`config.mk`:
```
export PLATFORM = sky130hd
export DESIGN_NAME = plb_port
export DESIGN_NICKNAME = d
export VERILOG_FILES = /design/src/plb_pkg.sv /design/src/plb_port.sv
export SDC_FILE = /design/constraint.sdc
export NUM_CORES = 1
export LEC_CHECK = 0
export BUFFER_PORTS_ARGS = -buffer_cell sky130_fd_sc_hd__buf_2
export CELL_PAD_IN_SITES_DETAIL_PLACEMENT = 1
export CELL_PAD_IN_SITES_GLOBAL_PLACEMENT = 1
export CORE_MARGIN = 3
export CORE_UTILIZATION = 47
export CTS_CLUSTER_DIAMETER = 60
export DETAILED_ROUTE_END_ITERATION = 10
export PLACE_DENSITY = 0.88
export SYNTH_ARGS = -nofsm -noshare
export SYNTH_HDL_FRONTEND = slang
export SYNTH_SLANG_ARGS = --single-unit
export TNS_END_PERCENT = 20
```
`constraint.sdc`:
```
create_clock -name sys_clk_i -period 5.8 [get_ports sys_clk_i]
set_clock_uncertainty 0.15 [all_clocks]
set_input_delay 1.16 -clock sys_clk_i [delete_from_list [all_inputs] [get_ports sys_clk_i]]
set_output_delay 1.16 -clock sys_clk_i [all_outputs]
set_load 0.01 [all_outputs]
```
`src/plb_pkg.sv`:
```
// Purpose: Shared constants and carriers for the port with transceiver bits.
// Assumes: Register access by address strobes from the core.
// Notes:   Addresses are the core's file addresses.
package plb_pkg;
    localparam logic [7:0] ADDR_STATUS = 8'h03;
    localparam logic [7:0] ADDR_PORT   = 8'h05;
    localparam logic [7:0] ADDR_OPTION = 8'h81;
    localparam logic [7:0] ADDR_DIR    = 8'h85;
    localparam logic [7:0] OPTION_RST  = 8'hff;
    localparam logic [5:0] DIR_RST     = 6'h3f;
    localparam logic [1:0] LIN_RST     = 2'h3;
    localparam logic [5:0] ANALOG_POR  = 6'h17;
    localparam logic [7:0] STATUS_RST  = 8'h18;
    localparam logic [7:0] STATUS_WMSK = 8'h3f;
    localparam int         IN_ONLY_BIT = 3;
    localparam int         TX_BIT      = 7;
    localparam int         RX_BIT      = 6;
    localparam int         NPIN        = 6;

    typedef struct packed {
        logic       wr;
        logic       rd;
        logic [7:0] addr;
        logic [7:0] wdata;
    } plb_req_t;

    typedef struct packed {
        logic [5:0] out;
        logic [5:0] oe;
    } plb_pins_t;
endpackage : plb_pkg

```
`src/plb_port.sv`:
```
// Purpose: General purpose port with two internal transceiver bits.
// Assumes: One register access per cycle; the core does read-modify-write.
// Notes:   Transceiver bits sit above the six pins.
// Function
// - All pins bidirectional except input-only pin.
// - Output latches hold until rewritten.
// - Direction zero drives, one floats.
// - Transceiver bits reach only the transceiver.
// - Power-on sets analog pins reading zero.
// - Port writes are read then write.
// - Reads return pins, with bit 7 from the transmit latch; writes hit latches.
// - Transmit bit drives, receive bit reflects bus.
// - Transmit zero holds bus dominant.
// - Transceiver bits have fixed direction.
// - Thermal shutdown disables bus driver.
// - Bus activity pin wakes via interrupts.
// - Direction reads: input-only one, transceiver zero.
// - Alternate-function pins read as zero.
`timescale 1ns/1ps
module plb_port (
    // Clock and reset
    input  wire logic              sys_clk_i,
    input  wire logic              reset_i,
    input  wire logic              clk_en_i,
    input  wire logic              por_i,
    // Core register access
    input  wire plb_pkg::plb_req_t req_i,
    output logic [7:0]             rdata_o,
    // Configuration from the core
    input  wire logic [5:0]        alt_func_i,
    input  wire logic              sleep_i,
    input  wire logic [1:0]        wake_pin_en_i,
    // Port pins
    input  wire logic [5:0]        pin_i,
    output plb_pkg::plb_pins_t     pins_o,
    // Transceiver
    input  wire logic              bus_receive_i,
    input  wire logic              thermal_shdn_i,
    output logic                   bus_transmit_o,
    output logic                   wake_o
);
    logic [5:0] latch_q;
    logic [1:0] lin_q;
    logic [5:0] dir_q;
    logic [7:0] option_q;
    logic [7:0] status_q;
    logic [5:0] analog_q;
    logic [6:0] sync1_q;
    logic [6:0] sync2_q;
    logic [3:0] prev_q;
    logic [1:0] th_s_q;
    logic [7:0] rd_d;
    logic [7:0] port_view;
    logic       wr_port;
    logic       wr_dir;
    logic       act_d;
    logic [2:0] primed_q;

    localparam logic [5:0] IN_ONLY_MASK = 6'(1 << plb_pkg::IN_ONLY_BIT);

    assign wr_port = req_i.wr && (req_i.addr == plb_pkg::ADDR_PORT);
    assign wr_dir  = req_i.wr && (req_i.addr == plb_pkg::ADDR_DIR);

    always_ff @(posedge sys_clk_i or posedge reset_i) begin
        if (reset_i) begin
            sync1_q <= '0;
            sync2_q <= '0;
            th_s_q  <= '0;
            primed_q <= '0;
        end else if (clk_en_i) begin
            // Reset zeros in the sync chain would look like a pin edge, so wake waits for real samples.
            primed_q <= {primed_q[1:0], 1'b1};
            sync1_q <= {bus_receive_i, pin_i};
            sync2_q <= sync1_q;
            th_s_q  <= {th_s_q[0], thermal_shdn_i};
        end
    end

    always_ff @(posedge sys_clk_i or posedge reset_i) begin
        if (reset_i) begin
            latch_q <= '0;
            lin_q   <= plb_pkg::LIN_RST;
        end else if (clk_en_i && wr_port) begin
            latch_q <= req_i.wdata[5:0];
            lin_q   <= req_i.wdata[plb_pkg::TX_BIT:plb_pkg::RX_BIT];
        end
    end

    always_ff @(posedge sys_clk_i or posedge reset_i) begin
        if (reset_i) begin
            dir_q <= plb_pkg::DIR_RST;
        end else if (clk_en_i && wr_dir) begin
            dir_q <= req_i.wdata[5:0];
        end
    end

    always_ff @(posedge sys_clk_i or posedge reset_i) begin
        if (reset_i) begin
            analog_q <= plb_pkg::ANALOG_POR;
        end else if (clk_en_i) begin
            if (por_i) begin
                analog_q <= plb_pkg::ANALOG_POR;
            end else if (req_i.wr && req_i.addr == plb_pkg::ADDR_OPTION) begin
                analog_q <= '0;
            end
        end
    end

    always_ff @(posedge sys_clk_i or posedge reset_i) begin
        if (reset_i) begin
            option_q <= plb_pkg::OPTION_RST;
            status_q <= plb_pkg::STATUS_RST;
        end else if (clk_en_i && req_i.wr) begin
            if (req_i.addr == plb_pkg::ADDR_OPTION) begin
                option_q <= req_i.wdata;
            end
            if (req_i.addr == plb_pkg::ADDR_STATUS) begin
                status_q <= req_i.wdata & plb_pkg::STATUS_WMSK;
            end
        end
    end

    // Alternate and analog pins read zero.
    always_comb begin
        port_view = {lin_q[1], sync2_q[6], sync2_q[5:0] & ~(alt_func_i | analog_q)};
        case (req_i.addr)
            plb_pkg::ADDR_PORT:   rd_d = port_view;
            plb_pkg::ADDR_DIR:    rd_d = {2'h0, dir_q | IN_ONLY_MASK};
            plb_pkg::ADDR_OPTION: rd_d = option_q;
            plb_pkg::ADDR_STATUS: rd_d = status_q;
            default:              rd_d = 8'h00;
        endcase
    end

    always_comb begin
        act_d = sleep_i && primed_q[2] && (wake_pin_en_i[0] ? (sync2_q[2] != prev_q[2])
                : wake_pin_en_i[1] && (sync2_q[3:0] != prev_q));
    end

    always_ff @(posedge sys_clk_i or posedge reset_i) begin
        if (reset_i) begin
            rdata_o        <= '0;
            pins_o         <= '0;
            bus_transmit_o <= 1'b1;
            wake_o         <= 1'b0;
            prev_q         <= '0;
        end else if (clk_en_i) begin
            rdata_o <= req_i.rd ? rd_d : 8'h00;
            prev_q  <= sync2_q[3:0];
            wake_o  <= act_d;
            pins_o.out <= latch_q;
            pins_o.oe  <= ~dir_q & ~IN_ONLY_MASK;
            bus_transmit_o <= lin_q[1] | th_s_q[1];
        end
    end
endmodule : plb_port

```
==> impl_metrics.py, run 1 <==
metrics = {
    "setup_path": {
        "required_ns": 5.85,
        "cp_num_buf_inv": 1,
        "slowest_delay_ns": 0.84,
        "crit_fanout": 17,
        "ff2ff_path_depth": 4,
        "worstSetupEndpointType": "register",
        "cp-startpoint": "req_i[9]",
        "startpoint_type": "primary input",
        "rr_endpoint": "rdata_o[4]$_DFFE_PP0P_",
        "slowest_stage": "a211oi_1",
        "ff2ff_setup_slack_ns": 4.30,
        "cp_top_family": "compound AO/OA/AOI/OAI gates",
        "path_cells": "buf_2 -> or3b_2 -> a211oi_1 -> o21ai_0 -> o311ai_0",
        "cp_num_cells": 5,
        "r2r_start": "option_q[4]$_DFFE_PP1P_",
        "critPathKind": "primary input to register",
        "cp-endpoint": "rdata_o[4]$_DFFE_PP0P_",
        "cp_data_arrival_time_ns": 3.41,
    },
    "sta": {
        "tightestPinTransition_ns": 0.983,
        "layout_min_cycle_time_ns": 3.36,
        "max_slew_margin_pct": 34.1,
        "fin_crit_sh_pct": 57.9,
        "fin_ws_ns": 2.44,
        "fin_tns_setup_ns": 0,
        "fmax_mhz": 298,
        "rsz0062_at_grt": "false",
        "slew_viol_final": 0,
        "final-setup-viol-count": 0,
        "hold_viol_final": 0,
    },
    "clock_network": {
        "hold_buffers": 0,
        "cts-root-buf": "clkbuf_8",
        "post_cts_buffers": 0,
        "clk_path_buf_depth": 2,
        "cts_sinks": 71,
        "clock_latency_ns": 0.34,
        "cts_max_level": 3,
        "ctsResizeCount": 0,
        "clk_pin_slew_ns": 0.07,
        "cts_tree": "done",
        "cts_made_buffers": 9,
    },
    "detailed_routing": {
        "first_pass_iters": 4,
        "drc": 0,
        "wl_per_cell_um": 19.8,
        "m1WireLength_mm": 3.24,
        "vias": 2160,
        "antenna_left": 0,
        "top_layer_used": "met4",
        "routed_wl_mm": 7.56,
        "drt_iter0_markers": 158,
        "dr_wl_met2_mm": 3.81,
        "met3_wirelength_um": 361,
        "via_per_inst": 5.65,
    },
    "global_route": {
        "grt_pass1_vias": 2407,
        "antenna_found_initial": 0,
        "grt_pass1_wl_mm": 12.3,
        "grt_overflow_total": 0,
        "groute.usage.overall_pct": 21.6,
        "grt_max_degree": 72,
    },
    "synth": {
        "ys_seq_area_share_pct": 58.4,
        "yosys_warnings": 0,
        "synth_fp_nets": 281,
        "yosys_register_bits": 71,
        "synth-edff-count": 0,
        "synth_area_mm2": 0.00308,
        "yosysTopAreaCell": "dfrtp_1",
        "avgSynthCellArea_um2": 12.7,
        "syn_inst": 242,
        "synth_common_cells": "dfrtp_1 (53), mux2_2 (50), dfstp_2 (18), inv_1 (13)",
        "yosysUniqueCellTypes": 45,
        "yosys.cell_count.top_type": "dfrtp_1",
        "async_flop_share_pct": 100,
        "synthTopCellsByArea": "dfrtp_1 (43%), mux2_2 (18%), dfstp_2 (15%), a21oi_1 (1.9%), o21ai_0 (1.9%)",
        "synth_top_cell_area_share_pct": 43.0,
        "synth_ff_type": "dfrtp_1",
    },
    "floorplan": {
        "initial_core_util_pct": 50.3,
        "die_w_um": 87.0,
        "dieArea_mm2": 0.00757,
        "die_h_um": 87.0,
        "core-area_mm2": 0.00613,
        "ios": 61,
        "rows": 28,
    },
    "final_layout": {
        "final_net_count": 341,
        "area_delta_synth_final_pct": 18.7,
        "drive_gt1_share_pct": 49.2,
        "n_fill_cell": 653,
        "antenna_cells": 0,
    },
    "power": {
        "vdd_ir_drop_max_mv": 0.211,
        "power_density_mw_per_mm2": 295,
        "leakagePower_nw": 1.67,
    },
    "outcome": {
        "outcome": "finished, final reports clean",
    },
    "placed_design": {
        "hpwl_mm": 5.30,
        "io_buffers": 59,
        "globalplace.congestion": 0.784,
        "place_ws_ns": 2.14,
    },
    "hold_path": {
        "hold_path_class": "register to register",
    },
    "flow_run": {
        "drv_cap": 0,
    },
}
## final cells by class
type | instances | area [um^2] | area share [%]
Multi-Input combinational cell | 145 | 1180 | 32.2
Inverter | 14 | 52.6 | 1.44
Clock buffer | 13 | 159 | 4.34
Tap cell | 75 | 93.8 | 2.56
Timing Repair Buffer | 61 | 310 | 8.48
Clock inverter | 3 | 65.1 | 1.78
Sequential cell | 71 | 1800 | 49.2
## how the worst min path moves through the flow
stage	startpoint	end	slack [ns]	cells past startpoint
floorplan	primed_q[0]$_DFFE_PP0P_	primed_q[0]$_DFFE_PP0P_	0.28	1
detailed placement	primed_q[0]$_DFFE_PP0P_	primed_q[0]$_DFFE_PP0P_	0.31	1
global placement	primed_q[0]$_DFFE_PP0P_	primed_q[0]$_DFFE_PP0P_	0.31	1
CTS	primed_q[0]$_DFFE_PP0P_	primed_q[0]$_DFFE_PP0P_	0.32	1
finish	primed_q[0]$_DFFE_PP0P_	primed_q[0]$_DFFE_PP0P_	0.32	1
global route	primed_q[0]$_DFFE_PP0P_	primed_q[0]$_DFFE_PP0P_	0.35	1
## power by group
group	total [W]	internal, W	switching (W)	leakage [nW]
sequential	0.000545	0.000526	0.0000189	0.844
clock	0.000438	0.000266	0.000172	0.114
combinational	0.0000981	0.0000452	0.0000530	0.714
total	0.00108	0.000837	0.000244	1.67
## worst register-to-register path: cells and delay by family, from the launching register on
kind               cells  cell delay [ns]
AOI/OAI and AO/OA      3             0.59
DFF                    1             0.54
and+or+nand+nor        1             0.09
## cell families (layout without fill, tap and decap cells)
kind of cell,count (synthesis),after routing,share of synthesized area [%]
flip-flops,71,71,58.4
multiplexers,50,50,18.3
AO/OA/AOI/OAI,41,41,8.32
AND/OR/NAND/NOR,49,49,10.4
other,1,1,0.122
buffers and inverters,26,91,3.37
XOR/XNOR,4,4,1.14
## routing by layer
layer | up-vias | global-route usage, %
met3 | 14 | 4.82
met1 | 1102 | 28.0
met2 | 62 | 35.6
li1 | 982 | -
met4 | 0 | 7.79
met5 | - | 0
## through the flow
step / hold WS, ns / util [%] / instance area [um^2] / std cells / total power, W
global placement: 0.305 / 56.0 / 3440 / 366 / 0.000645
CTS: 0.320 / 59.7 / 3660 / 382 / 0.00110
detailed placement: 0.306 / 56.0 / 3440 / 366 / 0.000653
global route: 0.349 / 59.7 / 3660 / 382 / 0.00113
floorplan: 0.283 / - / 3080 / 242 / 0.000609
finish: 0.321 / 59.7 / 3660 / 382 / 0.00108
## sequential cells by signal, indices dropped and copies added (netlist names), 5 cells and up
signal / cells
pins_o: 11
option_q: 8
sync1_q: 7
rdata_o: 8
status_q: 6
sync2_q: 7
dir_q: 5
latch_q: 6
## placed cells by master, fill, tap and decap left out, types with 2 or more instances in the layout
master / instances
buf_4: 2
o2bb2ai_1: 2
bufinv_16: 2
clkbuf_1: 2
nand3_1: 3
dfrtp_1: 53
nor2_1: 7
nand3b_1: 8
a21oi_1: 12
o311ai_0: 4
o21ai_0: 12
clkbuf_8: 11
a22oi_1: 2
buf_2: 59
mux2_2: 50
a31oi_1: 2
xnor2_1: 4
dfstp_2: 18
and3_1: 4
inv_1: 12
nand2_1: 11
(Power assumes the default switching activity.)
==> run 2, diff against run 1 <==
CORE_UTILIZATION = 44   (was 47)
PLACE_DENSITY = 0.83   (was 0.88)
clock period = 3.3 ns   (was 5.8 ns; I/O delays follow)
==> impl_metrics.py, run 2 (synthesis gave the netlist of run 1 again) <==
metrics = {
    "floorplan": {
        "rows": 29,
        "die_w_um": 89.7,
        "initial_core_util_pct": 46.9,
        "dieArea_mm2": 0.00805,
        "ios": 61,
        "core-area_mm2": 0.00657,
        "die_h_um": 89.7,
    },
    "outcome": {
        "outcome": "finished, final reports clean",
    },
    "setup_path": {
        "required_ns": 3.38,
        "slowest_stage": "or3b_1",
        "path_cells": "buf_2 -> or3b_1 -> or2_4 -> nor4_4 -> mux2_2",
        "ff2ff_path_depth": 4,
        "ff2ff_setup_slack_ns": 1.95,
        "crit_fanout": 7,
        "worstSetupEndpointType": "register",
        "cp_num_buf_inv": 1,
        "cp_num_cells": 5,
        "slowest_delay_ns": 0.51,
        "critPathKind": "primary input to register",
        "cp_data_arrival_time_ns": 2.32,
        "cp_top_family": "simple AND/OR/NAND/NOR gates",
        "startpoint_type": "primary input",
    },
    "detailed_routing": {
        "via_per_inst": 5.27,
        "vias": 2117,
        "antenna_left": 0,
        "routed_wl_mm": 6.94,
        "drc": 0,
        "first_pass_iters": 4,
        "drt_iter0_markers": 84,
        "wl_per_cell_um": 17.3,
    },
    "final_layout": {
        "largest_register": "pins_o",
        "mostFrequentLayoutCell": "buf_2",
        "area_delta_synth_final_pct": 18.5,
        "top_regs": "pins_o: 11 flops, option_q: 8 flops, rdata_o: 8 flops",
        "final_net_count": 343,
        "antenna_cells": 0,
        "drive_gt1_share_pct": 49.5,
        "final_area_mm2": 0.00365,
        "largest_register_ffs": 11,
        "final_cell_mix": "buf_2 (59), dfrtp_1 (53), mux2_2 (50)",
        "n_fill_cell": 727,
    },
    "sta": {
        "fin_tns_setup_ns": 0,
        "slew_viol_final": 0,
        "fin_crit_sh_pct": 68.0,
        "max_slew_margin_pct": 45.6,
        "fmax_mhz": 446,
        "whs_ns": 0.235,
        "tightestPinTransition_ns": 0.805,
        "final-setup-viol-count": 0,
        "rsz0062_at_grt": "false",
        "fin_ws_ns": 1.06,
        "hold_viol_final": 0,
        "layout_min_cycle_time_ns": 2.24,
    },
    "clock_network": {
        "post_cts_buffers": 0,
        "cts_tree": "done",
        "clock_latency_ns": 0.35,
        "clk_pin_slew_ns": 0.08,
        "cts_sinks": 71,
        "cts_max_level": 3,
        "clk_path_buf_depth": 2,
        "hold_buffers": 0,
        "cts_made_buffers": 9,
        "cts-root-buf": "clkbuf_8",
        "ctsResizeCount": 0,
    },
    "placed_design": {
        "place_ws_ns": 0.727,
        "placed_area_mm2": 0.00349,
        "io_buffers": 59,
        "globalplace.congestion": 0.783,
        "hpwl_mm": 4.95,
    },
    "global_route": {
        "antenna_found_initial": 0,
        "grt_max_degree": 72,
        "grt_pass1_vias": 2249,
        "groute.usage.overall_pct": 18.1,
        "grt_overflow_total": 0,
        "grt_pass1_wl_mm": 11.6,
    },
    "hold_path": {
        "hold_path_class": "primary input to async pin",
    },
    "power": {
        "vdd_ir_drop_max_mv": 0.233,
        "leakagePower_nw": 1.66,
        "power_density_mw_per_mm2": 473,
    },
    "flow_run": {
        "drv_cap": 0,
    },
}
==> run 2: cell types whose count changed in the layout (fill, tap and decap cells not counted) <==
cell and change:
clkinv_2 +2, buf_4 +1, bufinv_16 -2, clkinvlp_4 +1, buf_12 +1, clkbuf_8 -1
==> run 2: tightest hold or removal path, delay by kind of cell <==
family   cells  cell delay, ns
buf+inv      3            0.47
==> run 2: power by group <==
part | total (W) | leakage, nW | internal, W | switching (W)
sequential | 0.000956 | 0.844 | 0.000925 | 0.0000308
combinational | 0.000172 | 0.730 | 0.0000810 | 0.0000908
clock | 0.000603 | 0.0861 | 0.000290 | 0.000313
total | 0.00173 | 1.66 | 0.00130 | 0.000434
==> run 2: stage by stage <==
stage          std cells  utilization (%)  power (W)
2_1_floorplan        242                -    0.00107
3_3_place_gp         386             53.1    0.00113
3_5_place_dp         386             53.1    0.00114
4_1_cts              402             55.6    0.00175
5_1_grt              402             55.6    0.00182
6_report             402             55.6    0.00173
==> run 2: path summary, 6_finish.rpt <==
kind,end,startpoint
min,sync2_q[3]$_DFFE_PP0P_,reset_i
min in group sys_clk_i,primed_q[0]$_DFFE_PP0P_,primed_q[0]$_DFFE_PP0P_
max reg2reg,rdata_o[4]$_DFFE_PP0P_,option_q[4]$_DFFE_PP1P_
max in group asynchronous,option_q[6]$_DFFE_PP1P_,reset_i
min reg2reg,primed_q[0]$_DFFE_PP0P_,primed_q[0]$_DFFE_PP0P_
max,status_q[2]$_DFFE_PP0P_,req_i[10]
==> run 2: final cells by class <==
class | instances | area (um^2) | area share (%)
clock buffer | 12 | 145 | 3.97
sequential | 71 | 1800 | 49.2
multi-input combinational | 145 | 1180 | 32.3
tap | 93 | 116 | 3.18
inverter | 14 | 52.6 | 1.44
timing repair buffer | 63 | 338 | 9.25
clock inverter | 4 | 22.5 | 0.616
==> run 2: routing by layer <==
layer	vias to the layer above	part of all wire [%]	track usage, %
met5	-	0	0
li1	985	-	-
met2	44	48	29.1
met3	7	4.7	4.92
met1	1081	46	23.9
met4	0	1.1	5.75
==> run 3, diff against run 2 <==
clock period = 2.1 ns   (was 3.3 ns; I/O delays follow)
==> impl_metrics.py, run 3 (synthesis gave the netlist of run 1 again) <==
metrics = {
    "setup_path": {
        "critPathKind": "primary input to register",
        "required_ns": 2.21,
        "slowest_stage": "or3_4",
        "slowest_delay_ns": 0.42,
        "startpoint_type": "primary input",
        "worstSetupEndpointType": "register",
        "cp_data_arrival_time_ns": 1.98,
        "crit_fanout": 6,
        "path_cells": "buf_2 -> or3_4 -> nor4_2 -> nor2b_1 -> buf_4 -> mux2_2",
    },
    "placed_design": {
        "hpwl_mm": 5.30,
        "io_buffers": 59,
        "globalplace.congestion": 0.804,
        "placed_cells": 402,
        "place_ws_ns": -0.102,
    },
    "clock_network": {
        "cts_made_buffers": 9,
        "cts_tree": "done",
        "ctsResizeCount": 0,
        "clk_pin_slew_ns": 0.07,
        "cts_sinks": 71,
        "cts_max_level": 3,
        "clk_path_buf_depth": 2,
        "cts-root-buf": "clkbuf_8",
        "clock_latency_ns": 0.34,
    },
    "floorplan": {
        "core-area_mm2": 0.00657,
        "die_h_um": 89.7,
        "rows": 29,
        "initial_core_util_pct": 46.9,
        "die_w_um": 89.7,
        "dieArea_mm2": 0.00805,
        "ios": 61,
    },
    "final_layout": {
        "final_cell_mix": "buf_2 (59), dfrtp_1 (53), mux2_2 (50)",
        "antenna_cells": 0,
        "area_delta_synth_final_pct": 23.5,
        "largest_register": "pins_o",
        "final_net_count": 360,
        "top_regs": "pins_o: 11 flops, option_q: 8 flops, rdata_o: 8 flops",
        "largest_register_ffs": 11,
        "post-route-util_pct": 58.0,
        "drive_gt1_share_pct": 50.9,
        "stdcell_count": 419,
        "mostFrequentLayoutCell": "buf_2",
    },
    "detailed_routing": {
        "via_per_inst": 5.19,
        "wl_per_cell_um": 16.8,
        "drt_iter0_markers": 67,
        "first_pass_iters": 5,
        "drc": 0,
        "routed_wl_mm": 7.04,
        "vias": 2175,
        "antenna_left": 0,
    },
    "hold_path": {
        "hold_path_class": "primary input to register",
    },
    "sta": {
        "final-setup-viol-count": 0,
        "fin_crit_sh_pct": 89.1,
        "whs_ns": 0.140,
        "layout_min_cycle_time_ns": 1.87,
        "slew_viol_final": 0,
        "hold_viol_final": 0,
        "fmax_mhz": 534,
        "fin_ws_ns": 0.228,
        "rsz0062_at_grt": "false",
    },
    "global_route": {
        "grt_pass1_wl_mm": 11.8,
        "grt_overflow_total": 0,
        "grt_pass1_vias": 2432,
        "groute.usage.overall_pct": 18.5,
        "antenna_found_initial": 0,
        "grt_max_degree": 54,
    },
    "power": {
        "switching_share_pct": 23.2,
        "p_int_w": 0.00218,
        "leakagePower_nw": 1.74,
        "power_w": 0.00284,
        "power_density_mw_per_mm2": 746,
        "vdd_ir_drop_max_mv": 0.442,
        "switching_power_w": 0.000659,
        "clockPowerShare_pct": 37.0,
        "combPwrFrac_pct": 10.0,
        "p_seq_share_pct": 52.9,
    },
    "flow_run": {
        "drv_cap": 0,
    },
    "outcome": {
        "outcome": "finished, final reports clean",
    },
}
[run 3: cell count changes in the layout (fill, tap and decap cells not counted), sizes merged]
| cell | change |
|---|---|
| clkbuf | +3 |
| dlygate4sd3 | +1 |
| inv | -1 |
| clkinv | -3 |
| bufinv | +1 |
| buf | +16 |
[run 3: critical path, delay by kind of cell]
kind / cells / cell delay, ns
muxes: 1 / 0.35
and+or+nand+nor: 3 / 0.91
buffers and inverters: 2 / 0.28
[run 3: through the flow]
step / setup TNS [ns] / area (um^2)
floorplan: 0 / 3090
global placement: -0.146 / 3610
detailed placement: -1.24 / 3610
CTS: 0 / 3810
global route: 0 / 3810
finish: 0 / 3810
[run 3: power by group through the flow]
stage / clock (W) / sequential, W / combinational (W)
after floorplan: 0 / 0.00152 / 0.000165
after global placement: 0 / 0.00152 / 0.000276
after detailed placement: 0 / 0.00153 / 0.000287
after CTS: 0.00108 / 0.00150 / 0.000290
after global routing: 0.00113 / 0.00151 / 0.000317
final: 0.00105 / 0.00150 / 0.000285
[run 3: final cells by class]
class / instances / area [um^2]
fillers: 709 / 2760
flip-flops and latches: 71 / 1800
multi-input cells: 145 / 1180
repair buffers: 80 / 468
clock buffers: 15 / 156
well taps: 93 / 116
inverters: 14 / 56.3
clock inverters: 1 / 30.0
[run 3: layer usage]
metal	GRT usage, %	share of wire, %
met5	0	0
met4	9.45	2.1
met3	4.01	3.5
met2	30.2	49
met1	23.4	45
[run 3: what timing repair did]
item	4_1_cts	5_1_grt
endpoints found under the setup margin	0	0
endpoints found under the hold margin	16	0
buffers inserted	0	0
hold buffers	1	0
[run 3: final timing paths]
path,startpoint,endpoint,slack (ns),cells past startpoint
worst max-delay path,req_i[13],option_q[4]$_DFFE_PP1P_,0.23,6
worst min-delay path,por_i,analog_q[2]$_DFFE_PP1P_,0.14,3
worst max register to register,option_q[5]$_DFFE_PP1P_,rdata_o[5]$_DFFE_PP0P_,0.78,4
worst min register to register,primed_q[0]$_DFFE_PP0P_,primed_q[0]$_DFFE_PP0P_,0.33,1
max in group asynchronous,reset_i,option_q[4]$_DFFE_PP1P_,0.67,4
min in group asynchronous,reset_i,pins_o[1]$_DFFE_PP0P_,0.49,3
